File: src/hw/sp_defines.vh
// Register map, field positions, reset values and timing counts of the serial port.
`ifndef SP_DEFINES_VH
`define SP_DEFINES_VH
// ==========================================================
// Register offsets
`define SP_OFF_CTRL   8'h00
`define SP_OFF_STAT   8'h04
`define SP_OFF_TXD    8'h08
`define SP_OFF_RXD    8'h0C
`define SP_OFF_DIV    8'h10
`define SP_OFF_PORT   8'h14
// ==========================================================
// Control register fields
`define SP_C_TIE      7
`define SP_C_RIE      6
`define SP_C_TE       5
`define SP_C_RE       4
`define SP_C_PAREN    3
`define SP_C_TX_END_IRQ_ENABLE     2
`define SP_C_SYNC     1
`define SP_C_EXTCLK   0
// ==========================================================
// Status register fields
`define SP_S_TX_BUFFER_EMPTY_FLAG     7
`define SP_S_RX_BUFFER_FULL_FLAG     6
`define SP_S_OVERRUN_FLAG     5
`define SP_S_FER      4
`define SP_S_PER      3
`define SP_S_TX_COMPLETE_FLAG     2
// ==========================================================
// Port register fields and reset values
`define SP_P_DATA     0
`define SP_P_DIR      1
`define SP_CTRL_RST   8'h00
`define SP_PORT_RST   2'h0
`define SP_DIV_RST    16'h0103
// ==========================================================
// Bit timing in base clock ticks and frame indices
`define SP_TICK_LAST  4'hF
`define SP_MID_TICK   4'h7
`define SP_PH_IDLE    4'hF
`define SP_PH_FALL    4'hF
`define SP_PH_RISE    4'h7
`define SP_SYNC_LAST  4'h8
`define SP_RX_LAST    4'h7
`define SP_STOP_NP    4'h9
`define SP_STOP_P     4'hA
`define SP_PAR_IDX    4'h9
`endif

File: src/hw/sp_serial_port.v
// Serial port with APB registers, async and clocked sync modes and four request lines.
`timescale 1ns/1ps
`include "sp_defines.vh"

module sp_serial_port #(
    parameter DIV_W = 16
) (
    // Clock and reset.
    input  wire        mclk,
    input  wire        rst,
    // APB slave.
    input  wire        psel,
    input  wire        penable,
    input  wire        pwrite,
    input  wire [7:0]  paddr,
    input  wire [31:0] pwdata,
    output reg  [31:0] prdata,
    output wire        pready,
    output wire        pslverr,
    // Serial line pins.
    input  wire        rxd_in,
    output wire        txd_out,
    output wire        txd_oe,
    input  wire        sclk_in,
    output wire        sclk_out,
    output wire        sclk_oe,
    // Request lines to the interrupt controller.
    output wire        tx_end_irq,
    output wire        rx_error_irq,
    output wire        rx_full_irq,
    output wire        tx_empty_irq,
    output reg  [2:0]  irq_rank
);
    // ==========================================================
    // Declarations
    reg  [7:0]       serial_control_reg;
    reg  [1:0]       port_reg;
    reg  [DIV_W-1:0] divisor;
    reg  [7:0]       tx_data_reg;
    reg  [7:0]       rx_data_reg;
    reg  [7:0]       tx_shift_reg;
    reg  [7:0]       rx_shift_reg;
    reg              tx_buffer_empty_flag;
    reg              tx_complete_flag;
    reg              rx_buffer_full_flag;
    reg              overrun_flag;
    reg              framing_err_flag;
    reg              parity_err_flag;
    reg              rxd_s1, rxd_s2;
    reg              sclk_s1, sclk_s2, sclk_d;
    reg  [3:0]       sclk_ph;
    reg              tx_busy, tx_cont, tx_line;
    reg  [3:0]       tx_idx, tx_cnt;
    reg              rx_busy, rx_par, rx_fin, rx_fe, rx_pe;
    reg  [3:0]       rx_idx, rx_cnt;
    wire             tick;
    wire             tx_irq_enable     = serial_control_reg[`SP_C_TIE];
    wire             rx_irq_enable     = serial_control_reg[`SP_C_RIE];
    wire             tx_enable         = serial_control_reg[`SP_C_TE];
    wire             rx_enable         = serial_control_reg[`SP_C_RE];
    wire             par_en            = serial_control_reg[`SP_C_PAREN];
    wire             tx_end_irq_enable = serial_control_reg[`SP_C_TX_END_IRQ_ENABLE];
    wire             sync_mode         = serial_control_reg[`SP_C_SYNC];
    wire             ext_clk           = serial_control_reg[`SP_C_EXTCLK];
    wire             port_data_bit     = port_reg[`SP_P_DATA];
    wire             port_dir_bit      = port_reg[`SP_P_DIR];
    wire             err_any = overrun_flag | framing_err_flag | parity_err_flag;
    wire [3:0]       stop_idx = par_en ? `SP_STOP_P : `SP_STOP_NP;

    // ==========================================================
    // Address decode, shared by the error answer and the write path.
    function addr_hit;
        input [7:0] a;
        begin
            addr_hit = (a == `SP_OFF_CTRL) || (a == `SP_OFF_STAT) || (a == `SP_OFF_TXD) ||
                       (a == `SP_OFF_RXD) || (a == `SP_OFF_DIV) || (a == `SP_OFF_PORT);
        end
    endfunction

    // Async line level for a frame index: start, data LSB first, even parity, stop.
    function tx_bit_val;
        input [3:0] idx;
        input [7:0] data;
        input       pen;
        reg   [7:0] sh;
        begin
            sh = data >> (idx - 4'h1);
            if (idx == 4'h0)
                tx_bit_val = 1'b0;
            else if (idx <= `SP_SYNC_LAST)
                tx_bit_val = sh[0];
            else if (pen && idx == `SP_PAR_IDX)
                tx_bit_val = ^data;
            else
                tx_bit_val = 1'b1;
        end
    endfunction

    // ==========================================================
    // APB access
    wire acc    = psel & penable;
    wire wr     = acc & pwrite & addr_hit(paddr);
    wire wr_ctl = wr & (paddr == `SP_OFF_CTRL);
    wire wr_st  = wr & (paddr == `SP_OFF_STAT);
    wire wr_tx  = wr & (paddr == `SP_OFF_TXD);
    // Zero wait states: read data is captured during the setup cycle.
    assign pready  = 1'b1;
    assign pslverr = acc & ~addr_hit(paddr);

    // Read data is registered in the setup phase; unmapped reads return zero.
    always @(posedge mclk or posedge rst) begin
        if (rst) begin
            prdata <= 32'h00000000;
        end else if (psel & ~penable & ~pwrite) begin
            case (paddr)
                `SP_OFF_CTRL: prdata <= {24'h000000, serial_control_reg};
                `SP_OFF_STAT: prdata <= {24'h000000, tx_buffer_empty_flag, rx_buffer_full_flag,
                                         overrun_flag, framing_err_flag, parity_err_flag,
                                         tx_complete_flag, 2'h0};
                `SP_OFF_TXD:  prdata <= {24'h000000, tx_data_reg};
                `SP_OFF_RXD:  prdata <= {24'h000000, rx_data_reg};
                `SP_OFF_DIV:  prdata <= {{(32-DIV_W){1'b0}}, divisor};
                `SP_OFF_PORT: prdata <= {30'h00000000, port_reg};
                default:      prdata <= 32'h00000000;
            endcase
        end
    end

    // Plain software registers.
    always @(posedge mclk or posedge rst) begin
        if (rst) begin
            serial_control_reg <= `SP_CTRL_RST;
            port_reg           <= `SP_PORT_RST;
            divisor            <= `SP_DIV_RST;
            tx_data_reg        <= 8'h00;
        end else begin
            if (wr_ctl)
                serial_control_reg <= pwdata[7:0];
            if (wr & (paddr == `SP_OFF_PORT))
                port_reg <= pwdata[1:0];
            if (wr & (paddr == `SP_OFF_DIV))
                divisor <= pwdata[DIV_W-1:0];
            if (wr_tx)
                tx_data_reg <= pwdata[7:0];  // Taken in any flag state; unsent byte is lost.
        end
    end

    // ==========================================================
    // Base clock and pin synchronisers
    sp_baud_gen #(
        .DIV_W   (DIV_W)
    ) u_baud (
        .mclk    (mclk),
        .rst     (rst),
        .divisor (divisor),
        .tick    (tick)
    );

    // Two stages before any logic; sclk_d only delays the second stage for edges.
    always @(posedge mclk or posedge rst) begin
        if (rst) begin
            rxd_s1  <= 1'b1;
            rxd_s2  <= 1'b1;
            sclk_s1 <= 1'b1;
            sclk_s2 <= 1'b1;
            sclk_d  <= 1'b1;
        end else begin
            rxd_s1  <= rxd_in;
            rxd_s2  <= rxd_s1;
            sclk_s1 <= sclk_in;
            sclk_s2 <= sclk_s1;
            sclk_d  <= sclk_s2;
        end
    end

    // Internal sync clock: low for ticks 0-7, high for 8-15, parked high when idle.
    wire int_run = sync_mode & ~ext_clk & (tx_busy | (rx_enable & ~tx_enable));
    always @(posedge mclk or posedge rst) begin
        if (rst)
            sclk_ph <= `SP_PH_IDLE;
        else if (~int_run)
            sclk_ph <= `SP_PH_IDLE;
        else if (tick)
            sclk_ph <= sclk_ph + 4'h1;
    end
    wire sclk_fall = ext_clk ? (sclk_d & ~sclk_s2) : (int_run & tick & sclk_ph == `SP_PH_FALL);
    wire sclk_rise = ext_clk ? (~sclk_d & sclk_s2) : (int_run & tick & sclk_ph == `SP_PH_RISE);
    assign sclk_out = sclk_ph[3];
    assign sclk_oe  = sync_mode & ~ext_clk;

    // ==========================================================
    // Transmitter
    // Start and continuation both require new data and, in sync mode, no receive error.
    wire can_load  = ~tx_buffer_empty_flag & ~(sync_mode & err_any);
    wire a_end     = tx_busy & ~sync_mode & tick & (tx_cnt == `SP_TICK_LAST);
    wire a_stop    = a_end & ((tx_idx + 4'h1) == stop_idx);
    wire s_end     = tx_busy & sync_mode & sclk_rise & (tx_idx == `SP_SYNC_LAST);
    wire tx_start  = tx_enable & ~tx_busy & can_load;
    wire tx_load   = tx_start | (tx_enable & (a_stop | s_end) & can_load);
    wire tx_done   = tx_enable & (a_stop | s_end) & ~can_load;

    always @(posedge mclk or posedge rst) begin
        if (rst) begin
            tx_busy      <= 1'b0;
            tx_cont      <= 1'b0;
            tx_line      <= 1'b1;
            tx_idx       <= 4'h0;
            tx_cnt       <= 4'h0;
            tx_shift_reg <= 8'h00;
        end else if (~tx_enable) begin
            // Whatever the state, the transmitter drops back to mark.
            tx_busy <= 1'b0;
            tx_cont <= 1'b0;
            tx_line <= 1'b1;
            tx_idx  <= 4'h0;
            tx_cnt  <= 4'h0;
        end else begin
            if (tx_load)
                tx_shift_reg <= tx_data_reg;
            if (tx_start) begin
                tx_busy <= 1'b1;
                tx_idx  <= 4'h0;
                tx_cnt  <= 4'h0;
                if (~sync_mode)
                    tx_line <= 1'b0;
            end else if (tx_busy & ~sync_mode & tick) begin
                if (tx_cnt != `SP_TICK_LAST) begin
                    tx_cnt <= tx_cnt + 4'h1;
                end else if (tx_idx == stop_idx) begin
                    tx_cnt  <= 4'h0;
                    tx_cont <= 1'b0;
                    tx_idx  <= 4'h0;
                    tx_busy <= tx_cont;
                    tx_line <= ~tx_cont;
                end else begin
                    // Data was checked on entering the stop bit; the stop bit itself goes out unchanged.
                    tx_cnt  <= 4'h0;
                    tx_idx  <= tx_idx + 4'h1;
                    tx_line <= tx_bit_val(tx_idx + 4'h1, tx_shift_reg, par_en);
                    if (a_stop)
                        tx_cont <= can_load;
                end
            end else if (tx_busy & sync_mode) begin
                // Data changes on the falling edge; after the MSB the line holds it.
                if (sclk_fall & (tx_idx != `SP_SYNC_LAST)) begin
                    tx_line <= tx_shift_reg[tx_idx[2:0]];
                    tx_idx  <= tx_idx + 4'h1;
                end else if (s_end) begin
                    tx_idx  <= 4'h0;
                    tx_busy <= can_load;
                end
            end
        end
    end

    // Port data and direction replace the serial function while tx is disabled.
    assign txd_out = tx_enable ? tx_line : port_data_bit;
    assign txd_oe  = tx_enable | port_dir_bit;

    // ==========================================================
    // Receiver
    // A low level at a tick starts a frame, so a break keeps producing frames.
    always @(posedge mclk or posedge rst) begin
        if (rst) begin
            rx_busy      <= 1'b0;
            rx_idx       <= 4'h0;
            rx_cnt       <= 4'h0;
            rx_par       <= 1'b0;
            rx_fin       <= 1'b0;
            rx_fe        <= 1'b0;
            rx_pe        <= 1'b0;
            rx_shift_reg <= 8'h00;
        end else begin
            rx_fin <= 1'b0;
            if (~rx_enable) begin
                // Only the sequencer resets; the flags are kept.
                rx_busy <= 1'b0;
                rx_idx  <= 4'h0;
            end else if (sync_mode) begin
                // Sync mode samples on the rising edge of the serial clock.
                if (sclk_rise) begin
                    rx_shift_reg <= {rxd_s2, rx_shift_reg[7:1]};
                    rx_idx       <= (rx_idx == `SP_RX_LAST) ? 4'h0 : rx_idx + 4'h1;
                    rx_fin       <= (rx_idx == `SP_RX_LAST);
                    rx_fe        <= 1'b0;
                    rx_pe        <= 1'b0;
                end
            end else if (tick) begin
                if (~rx_busy) begin
                    if (~rxd_s2) begin
                        rx_busy <= 1'b1;  // Aligned to the start fall on the base clock.
                        rx_idx  <= 4'h0;
                        rx_cnt  <= 4'h0;
                    end
                end else begin
                    rx_cnt <= rx_cnt + 4'h1;
                    if (rx_cnt == `SP_MID_TICK) begin  // Eighth tick: mid-bit sample.
                        rx_idx <= rx_idx + 4'h1;
                        if (rx_idx == 4'h0) begin
                            rx_busy <= ~rxd_s2;
                            rx_par  <= 1'b0;
                        end else if (rx_idx <= `SP_SYNC_LAST) begin
                            rx_shift_reg <= {rxd_s2, rx_shift_reg[7:1]};
                            rx_par       <= rx_par ^ rxd_s2;
                        end else if (par_en & (rx_idx == `SP_PAR_IDX)) begin
                            rx_par <= rx_par ^ rxd_s2;
                        end else begin
                            // A stop bit at zero, as in a break, is a framing error.
                            rx_busy <= 1'b0;
                            rx_fin  <= 1'b1;
                            rx_fe   <= ~rxd_s2;
                            rx_pe   <= par_en & rx_par;
                        end
                    end
                end
            end
        end
    end

    // ==========================================================
    // Status flags: a hardware set wins over a software write of zero.
    wire clr_tx_buffer_empty_flag = wr_st & ~pwdata[`SP_S_TX_BUFFER_EMPTY_FLAG];
    wire ovr      = rx_fin & rx_buffer_full_flag;
    always @(posedge mclk or posedge rst) begin
        if (rst) begin
            tx_buffer_empty_flag <= 1'b1;
            tx_complete_flag     <= 1'b1;
            rx_buffer_full_flag  <= 1'b0;
            overrun_flag         <= 1'b0;
            framing_err_flag     <= 1'b0;
            parity_err_flag      <= 1'b0;
            rx_data_reg          <= 8'h00;
        end else begin
            // Disabled transmitter holds empty at one; a load sets it.
            if (~tx_enable | tx_load)
                tx_buffer_empty_flag <= 1'b1;
            else if (clr_tx_buffer_empty_flag)
                tx_buffer_empty_flag <= 1'b0;
            if (tx_done)
                tx_complete_flag <= 1'b1;
            else if (tx_load | (wr_st & ~pwdata[`SP_S_TX_COMPLETE_FLAG]))
                tx_complete_flag <= 1'b0;
            // Overrun keeps full at one and drops the byte.
            if (ovr)
                overrun_flag <= 1'b1;
            else if (wr_st & ~pwdata[`SP_S_OVERRUN_FLAG])
                overrun_flag <= 1'b0;
            if (rx_fin & rx_fe)
                framing_err_flag <= 1'b1;
            else if (wr_st & ~pwdata[`SP_S_FER])
                framing_err_flag <= 1'b0;
            if (rx_fin & rx_pe)
                parity_err_flag <= 1'b1;
            else if (wr_st & ~pwdata[`SP_S_PER])
                parity_err_flag <= 1'b0;
            // Without overrun the byte is copied; full only sets when error-free.
            if (rx_fin & ~ovr)
                rx_data_reg <= rx_shift_reg;
            if (rx_fin & ~ovr & ~rx_fe & ~rx_pe)
                rx_buffer_full_flag <= 1'b1;
            else if (wr_st & ~pwdata[`SP_S_RX_BUFFER_FULL_FLAG])
                rx_buffer_full_flag <= 1'b0;
        end
    end

    // ==========================================================
    // Request lines: level outputs, flag AND enable.
    assign tx_empty_irq = tx_buffer_empty_flag & tx_irq_enable;
    assign tx_end_irq   = tx_complete_flag & tx_end_irq_enable;
    assign rx_full_irq  = rx_buffer_full_flag & rx_irq_enable;
    assign rx_error_irq = err_any & rx_irq_enable;

    // Highest pending request: 4 rx error, 3 rx full, 2 tx empty, 1 tx end, 0 none.
    always @* begin
        if (rx_error_irq)
            irq_rank = 3'h4;
        else if (rx_full_irq)
            irq_rank = 3'h3;
        else if (tx_empty_irq)
            irq_rank = 3'h2;
        else if (tx_end_irq)
            irq_rank = 3'h1;
        else
            irq_rank = 3'h0;
    end
endmodule

File: src/hw/sp_baud_gen.v
// Base clock generator: one enable pulse per base clock period.
`timescale 1ns/1ps
module sp_baud_gen #(
    parameter DIV_W = 16
) (
    // Clock and reset.
    input  wire             mclk,
    input  wire             rst,
    // Divisor: a tick every divisor+1 cycles of mclk.
    input  wire [DIV_W-1:0] divisor,
    // Base clock enable pulse.
    output reg              tick
);
    reg [DIV_W-1:0] count;

    // ==========================================================
    // Divider
    // Reloading on zero keeps the period exact for any divisor, including zero.
    always @(posedge mclk or posedge rst) begin
        if (rst) begin
            count <= {DIV_W{1'b0}};
            tick  <= 1'b0;
        end else if (count == {DIV_W{1'b0}}) begin
            count <= divisor;
            tick  <= 1'b1;
        end else begin
            count <= count - {{(DIV_W-1){1'b0}}, 1'b1};
            tick  <= 1'b0;
        end
    end
endmodule

File: config.mk
export PLATFORM = sky130hd
export DESIGN_NAME = sp_serial_port
export DESIGN_NICKNAME = d
export VERILOG_FILES = /design/src/hw/sp_serial_port.v /design/src/hw/sp_baud_gen.v
export VERILOG_INCLUDE_DIRS = /design/src /design/src/hw
export SDC_FILE = /design/constraint.sdc
export NUM_CORES = 1
export LEC_CHECK = 0
export BUFFER_PORTS_ARGS = -buffer_cell sky130_fd_sc_hd__buf_4
export CAP_MARGIN = 20
export CORE_AREA = 8 8 118 120
export DETAILED_ROUTE_END_ITERATION = 10
export DIE_AREA = 0 0 126 128
export GPL_TIMING_DRIVEN = 0
export HOLD_SLACK_MARGIN = 0.03
export PLACE_DENSITY = 0.83
export RECOVER_POWER = 50
export SLEW_MARGIN = 15
export SYNTH_ARGS = -nofsm -noshare
export SYNTH_HDL_FRONTEND = slang
export SYNTH_SLANG_ARGS = --single-unit
export TNS_END_PERCENT = 5
File: constraint.sdc
create_clock -name mclk -period 5.83 [get_ports mclk]
set_input_delay 1.166 -clock mclk [delete_from_list [all_inputs] [get_ports mclk]]
set_output_delay 1.166 -clock mclk [all_outputs]
set_load 0.005 [all_outputs]
==> Word-level counts from Yosys, hierarchy flattened <==
Index checks and enable logic that the tools add are counted.
{ "word_totals": {"memories": 0, "elab_cells": 320, "latch_bits": 0, "inputBits": 47, "ramBits": 0, "output_inout_bits": 45, "rom_bits": 0, "regBits": 146} }
{ "classes": {"n_reduce_logical": 33, "bitwise_logic": 84, "eq_ne": 42, "n_mux": 116, "div": 0, "shift": 1, "n_addsub": 7, "magnitude_cmp": 3, "n_mul": 0} }
{ "op_table": {"columns": ["operator", "n"], "rows": [
  ["$pmux 16 s6", 1],
  ["$mux 4", 23],
  ["$mux 1", 79],
  ["$mux 8", 7],
  ["$and 1x1->1", 52],
  ["$not 1->1", 23],
  ["$add 4x1->4 const B", 5],
  ["$eq 4x4->1 const B", 5],
  ["$reduce_bool 2->1", 10],
  ["$eq 8x4->1 const B", 2],
  ["$eq 8x5->1 const B", 2],
  ["$logic_not 16->1", 1],
  ["$mux 16", 1],
  ["$ne 4x4->1 const B", 4],
  ["$reduce_and 4->1", 4],
  ["$sub 16x1->16 const B", 1],
  ["$eq 4x3->1 const B", 3],
  ["$ne 2x2->1 const B", 6],
  ["$ne 4x1->1 const B", 3],
  ["$ne 4x3->1 const B", 3],
  ["$ne 2x1->1 const B", 5],
  ["$eq 4x4->1", 2],
  ["$eq 8x3->1 const B", 1],
  ["$le 4x4->1 const B", 2],
  ["24 further kinds", 41]
]} }

==> Depth between registers and ports, before layout <==
{ "logic_depth": {"word_depth": 16, "mapped_depth": 9, "ltp_nobuf": 8} }

==> By module <==
From an unflattened synthesis, not the netlist that was laid out.
{ "unflattened": {"hier_cells": 665, "hier_area_um2": 6761.5} }
{ "by_module_without_submodules": {"columns": ["mod", "area_each_um2", "cells_each", "n_inst", "seq_area_each_um2"], "rows": [
  ["sp_serial_port", 5819.3, 563, 1, 2846.5],
  ["sp_baud_gen", 942.2, 102, 1, 425.4]
]} }

==> Worst setup path after synthesis <==
Ideal clock, no wire load.
{ "synth_timing": {"kind": "input to output", "from": "input port paddr[0]", "to": "output port pslverr", "setup_slack_ns": 2.530, "stages": 4, "t_arrival_ns": 2.134, "t_required_ns": 4.664, "n_path_buf": 1, "path_cell_list": "or4_1 > buf_2 > a211oi_2 > nor2_1"} }
{ "synth_between": {"elab_chain_cells": 8, "word_cells_on_any_way": 13, "cone_classes": "eq/ne (5); bitwise (2); reduce/logical (6)"} }
{ "synth_rtl": {"columns": ["item", "line", "text"], "rows": [
  ["start, declared", "sp_serial_port.v:15", "input wire [7:0] paddr,"],
  ["$eq 8x3->1 or $logic_not 8->1 (tied branches)", null, null],
  ["$logic_or 1x1->1 (4 in series)", "sp_serial_port.v:75", "addr_hit = (a == `SP_OFF_CTRL) || (a == `SP_OFF_STAT) || (a == `SP_OFF_TXD) ||"],
  ["$logic_or 1x1->1 *", "sp_serial_port.v:75", null],
  ["$not 1->1 *", "sp_serial_port.v:108", "assign pslverr = acc & ~addr_hit(paddr);"],
  ["$and 1x1->1 *", "sp_serial_port.v:108", null],
  ["end, declared", "sp_serial_port.v:19", "output wire pslverr,"]
]} }
Every way passes the cells marked *; elsewhere a longest branch is shown, timed or not.

==> impl_metrics.tcl <==
set metrics [dict create \
    cts_sinks 130 \
    initial_utilization 0.5541 \
    crit_type "in -> async" \
    vias 5314 \
    first_pass_iters 6 \
    status "finished, violations left" \
    min_from "rxd_s1$_DFF_PP1_" \
    rsz0062_at_grt "false" \
    p_seq_frac 0.445 \
    critPathMaxFanout 85 \
    die_w_um 126 \
    insertion_delay_ps 420 \
    port_buffers 58 \
    r2r-end "tx_shift_reg[2]$_DFFE_PP0P_" \
    grt_pass1_vias 5430 \
    worstHoldPathCells 0 \
    drt-met1-wl_um 6503 \
    gp_congestion 0.9475 \
    r2r_cells 8 \
    p_sw_frac 0.2523 \
    dp_hpwl_um 12210 \
    period_needed_ps 3974 \
    grt_remaining_overflow 0 \
    die_h_um 128 \
    antenna_found_initial 0 \
    clockRootBuffer "clkbuf_16" \
    numCtsBuffers 17 \
    drive_gt1_frac 0.2901 \
    h-tree-depth 4 \
    r2r-start "tx_idx[0]$_DFFE_PP0P_" \
    nets 787 \
    ctsResizeCount 0 \
    cap_violations 2 \
    ys_seq_area_frac 0.4836 \
    grt_max_degree 86 \
    crit_arrival_ps 4090 \
    grt_usage 0.2116 \
    min_to "rxd_s2$_DFF_PP1_" \
    worst_slew_pin_slew_ps 2084 \
    synth_top_area_frac 0.4254 \
    ant_nets 0 \
    dieArea_um2 16130 \
    detail_route.wl_per_cell_um 18.58 \
    synth_warnings 0 \
    wl_met2_um 8454 \
    synth_top_area_cell "dfrtp_1" \
    antennaDiodeCount 0 \
    grt_pass1_wl_um 27250 \
    setup_viol 0 \
    r2r_slack_ps 2520 \
    yosysMostFrequentCell "dfrtp_1" \
    ys_ff_latch 130 \
    clockBufferDepth 2 \
    netlist_area_um2 6765 \
    setup_slack_ps 1856 \
    drc 0 \
    violations "capacitance limit, slew limit" \
    via_per_inst 5.964 \
    pwr-share-comb 0.098 \
    power_density_nw_per_um2 286.8 \
    core-area_um2 12210 \
    intPower_mw 1.724 \
    routed.top_layer "met4" \
    switchingPower_mw 0.5817 \
    max_slew_margin -0.3891 \
    wl_met3_um 1161 \
    skew_ps 7.116 \
    worstSetupStartpointType "input port" \
    ys.flop_type "dfrtp_1" \
    leakagePower_nw 3.803 \
    ios 92 \
    hold_violations 0 \
    synth.avg_cell_area_um2 10.65 \
    cts_setup_buffers 0 \
    rows 41 \
    fmaxAchievable_ghz 0.2516 \
    path_clk_slew_ps 60 \
    cts_tree "built" \
    synth_area_leaders "dfrtp_1 (43%), mux2_2 (9.8%), dfstp_2 (5.8%)" \
    irDropWorstVdd_mv 0.1989 \
    routed_wl_um 16550 \
    ys_types 65 \
    place_ws_ps 2193 \
    hold_class "reg -> reg" \
    cts_hold_buf 0 \
    endpoint_kind "asynchronous set/reset pin" \
    critPathRequiredTime_ps 5940 \
    area_delta_synth_final_pct 18.83 \
    fin_crit_sh 0.6816 \
    pwr-share-clk 0.457 \
    finalPower_mw 2.305 \
    top_regs "divisor (16), prdata (16), u_baud.count (16)" \
    nFillCells 924 \
    report.final.slew_viol_count 133 \
    async_flop_share 1.000 \
    drt-initial-drc-count 453 \
    syn_inst 635 \
    synth_enable_flop_cells 0 \
    synth_commonest_cells "dfrtp_1 (115), nand2_1 (78), mux2_2 (59)" \
]
-- power by group through the flow --
stage          clock (mW)  combinational, mW  sequential (mW)
2_1_floorplan           0              0.167             1.03
3_3_place_gp            0              0.209             1.03
3_5_place_dp            0              0.227             1.04
4_1_cts              1.06              0.230             1.02
5_1_grt              1.10              0.251             1.03
6_report             1.05              0.226             1.03
-- cells by family (layout without fill, tap and decap cells) --
| logic type | count (synthesis) | count (layout) | share of synthesized area |
|---|---|---|---|
| compound gates | 130 | 130 | 0.1308 |
| fa+ha+maj | 12 | 12 | 0.02219 |
| mux | 70 | 70 | 0.1222 |
| flops | 130 | 130 | 0.4836 |
| buf+inv | 60 | 151 | 0.04864 |
| xor+xnor | 25 | 25 | 0.03237 |
| simple gates | 206 | 206 | 0.1591 |
| other cells | 2 | 17 | 0.001110 |
-- per-layer routing --
metal / track usage / vias to the layer above
met2: 0.3636 / 208
met1: 0.2400 / 2643
met3: 0.06240 / 38
li1: - / 2425
met5: 0 / -
met4: 0.09483 / 0
-- layout by cell type, fill, tap and decap left out, types with 14 or more instances in the layout --
cell | Yosys | layout
a21oi_1 | 30 | 30
buf_4 | 20 | 75
clkbuf_1 | 14 | 14
clkbuf_16 | 0 | 17
conb_1 | 2 | 17
dfrtp_1 | 115 | 115
dfstp_2 | 15 | 14
inv_1 | 17 | 16
mux2_2 | 59 | 59
nand2_1 | 78 | 78
nor2_1 | 36 | 36
o21ai_0 | 35 | 35
xnor2_1 | 20 | 20
-- worst max path at each step --
stage / slack (ps) / from / cells past startpoint / to
2_1_floorplan: 1220 / rst / 1 / divisor[10]$_DFFE_PP0P_
3_3_place_gp: -10 / rst / 2 / port_reg[0]$_DFFE_PP0P_
3_5_place_dp: 2190 / paddr[0] / 6 / pslverr
4_1_cts: 2190 / paddr[0] / 6 / pslverr
5_1_grt: 1170 / rst / 3 / port_reg[0]$_DFFE_PP0P_
6_report: 1860 / rst / 3 / tx_idx[2]$_DFFE_PP0P_
-- area by class of cell --
cell class                 count  area, um2  share of cell area
sequential                   130       3272              0.4070
multi-input combinational    460       3221              0.4006
inverter                      17      65.06            0.008093
timing repair buffer          59      440.4             0.05479
tap                          150      187.7             0.02335
clock inverter                13      135.1             0.01681
buffer                        43      265.3             0.03300
clock buffer                  19      452.9             0.05634
-- critical path, cell delays in order --
cell and delay, ps:
clkbuf_4 110, clkinvlp_2 1080, clkbuf_2 1670
-- stage by stage --
| stage | setup TNS, ps | util | std cells | instance area (um2) | hold WS [ps] |
|---|---|---|---|---|---|
| detailed placement | 0 | 0.6124 | 859 | 7477 | 348.4 |
| floorplan | 0 | - | 650 | 6822 | 345.2 |
| global placement | -727.9 | 0.6098 | 858 | 7445 | 346.2 |
| global route | 0 | 0.6584 | 891 | 8039 | 356.9 |
| finish | 0 | 0.6584 | 891 | 8039 | 356.0 |
| CTS | 0 | 0.6606 | 891 | 8065 | 356.2 |
(Power assumes the default switching activity.)
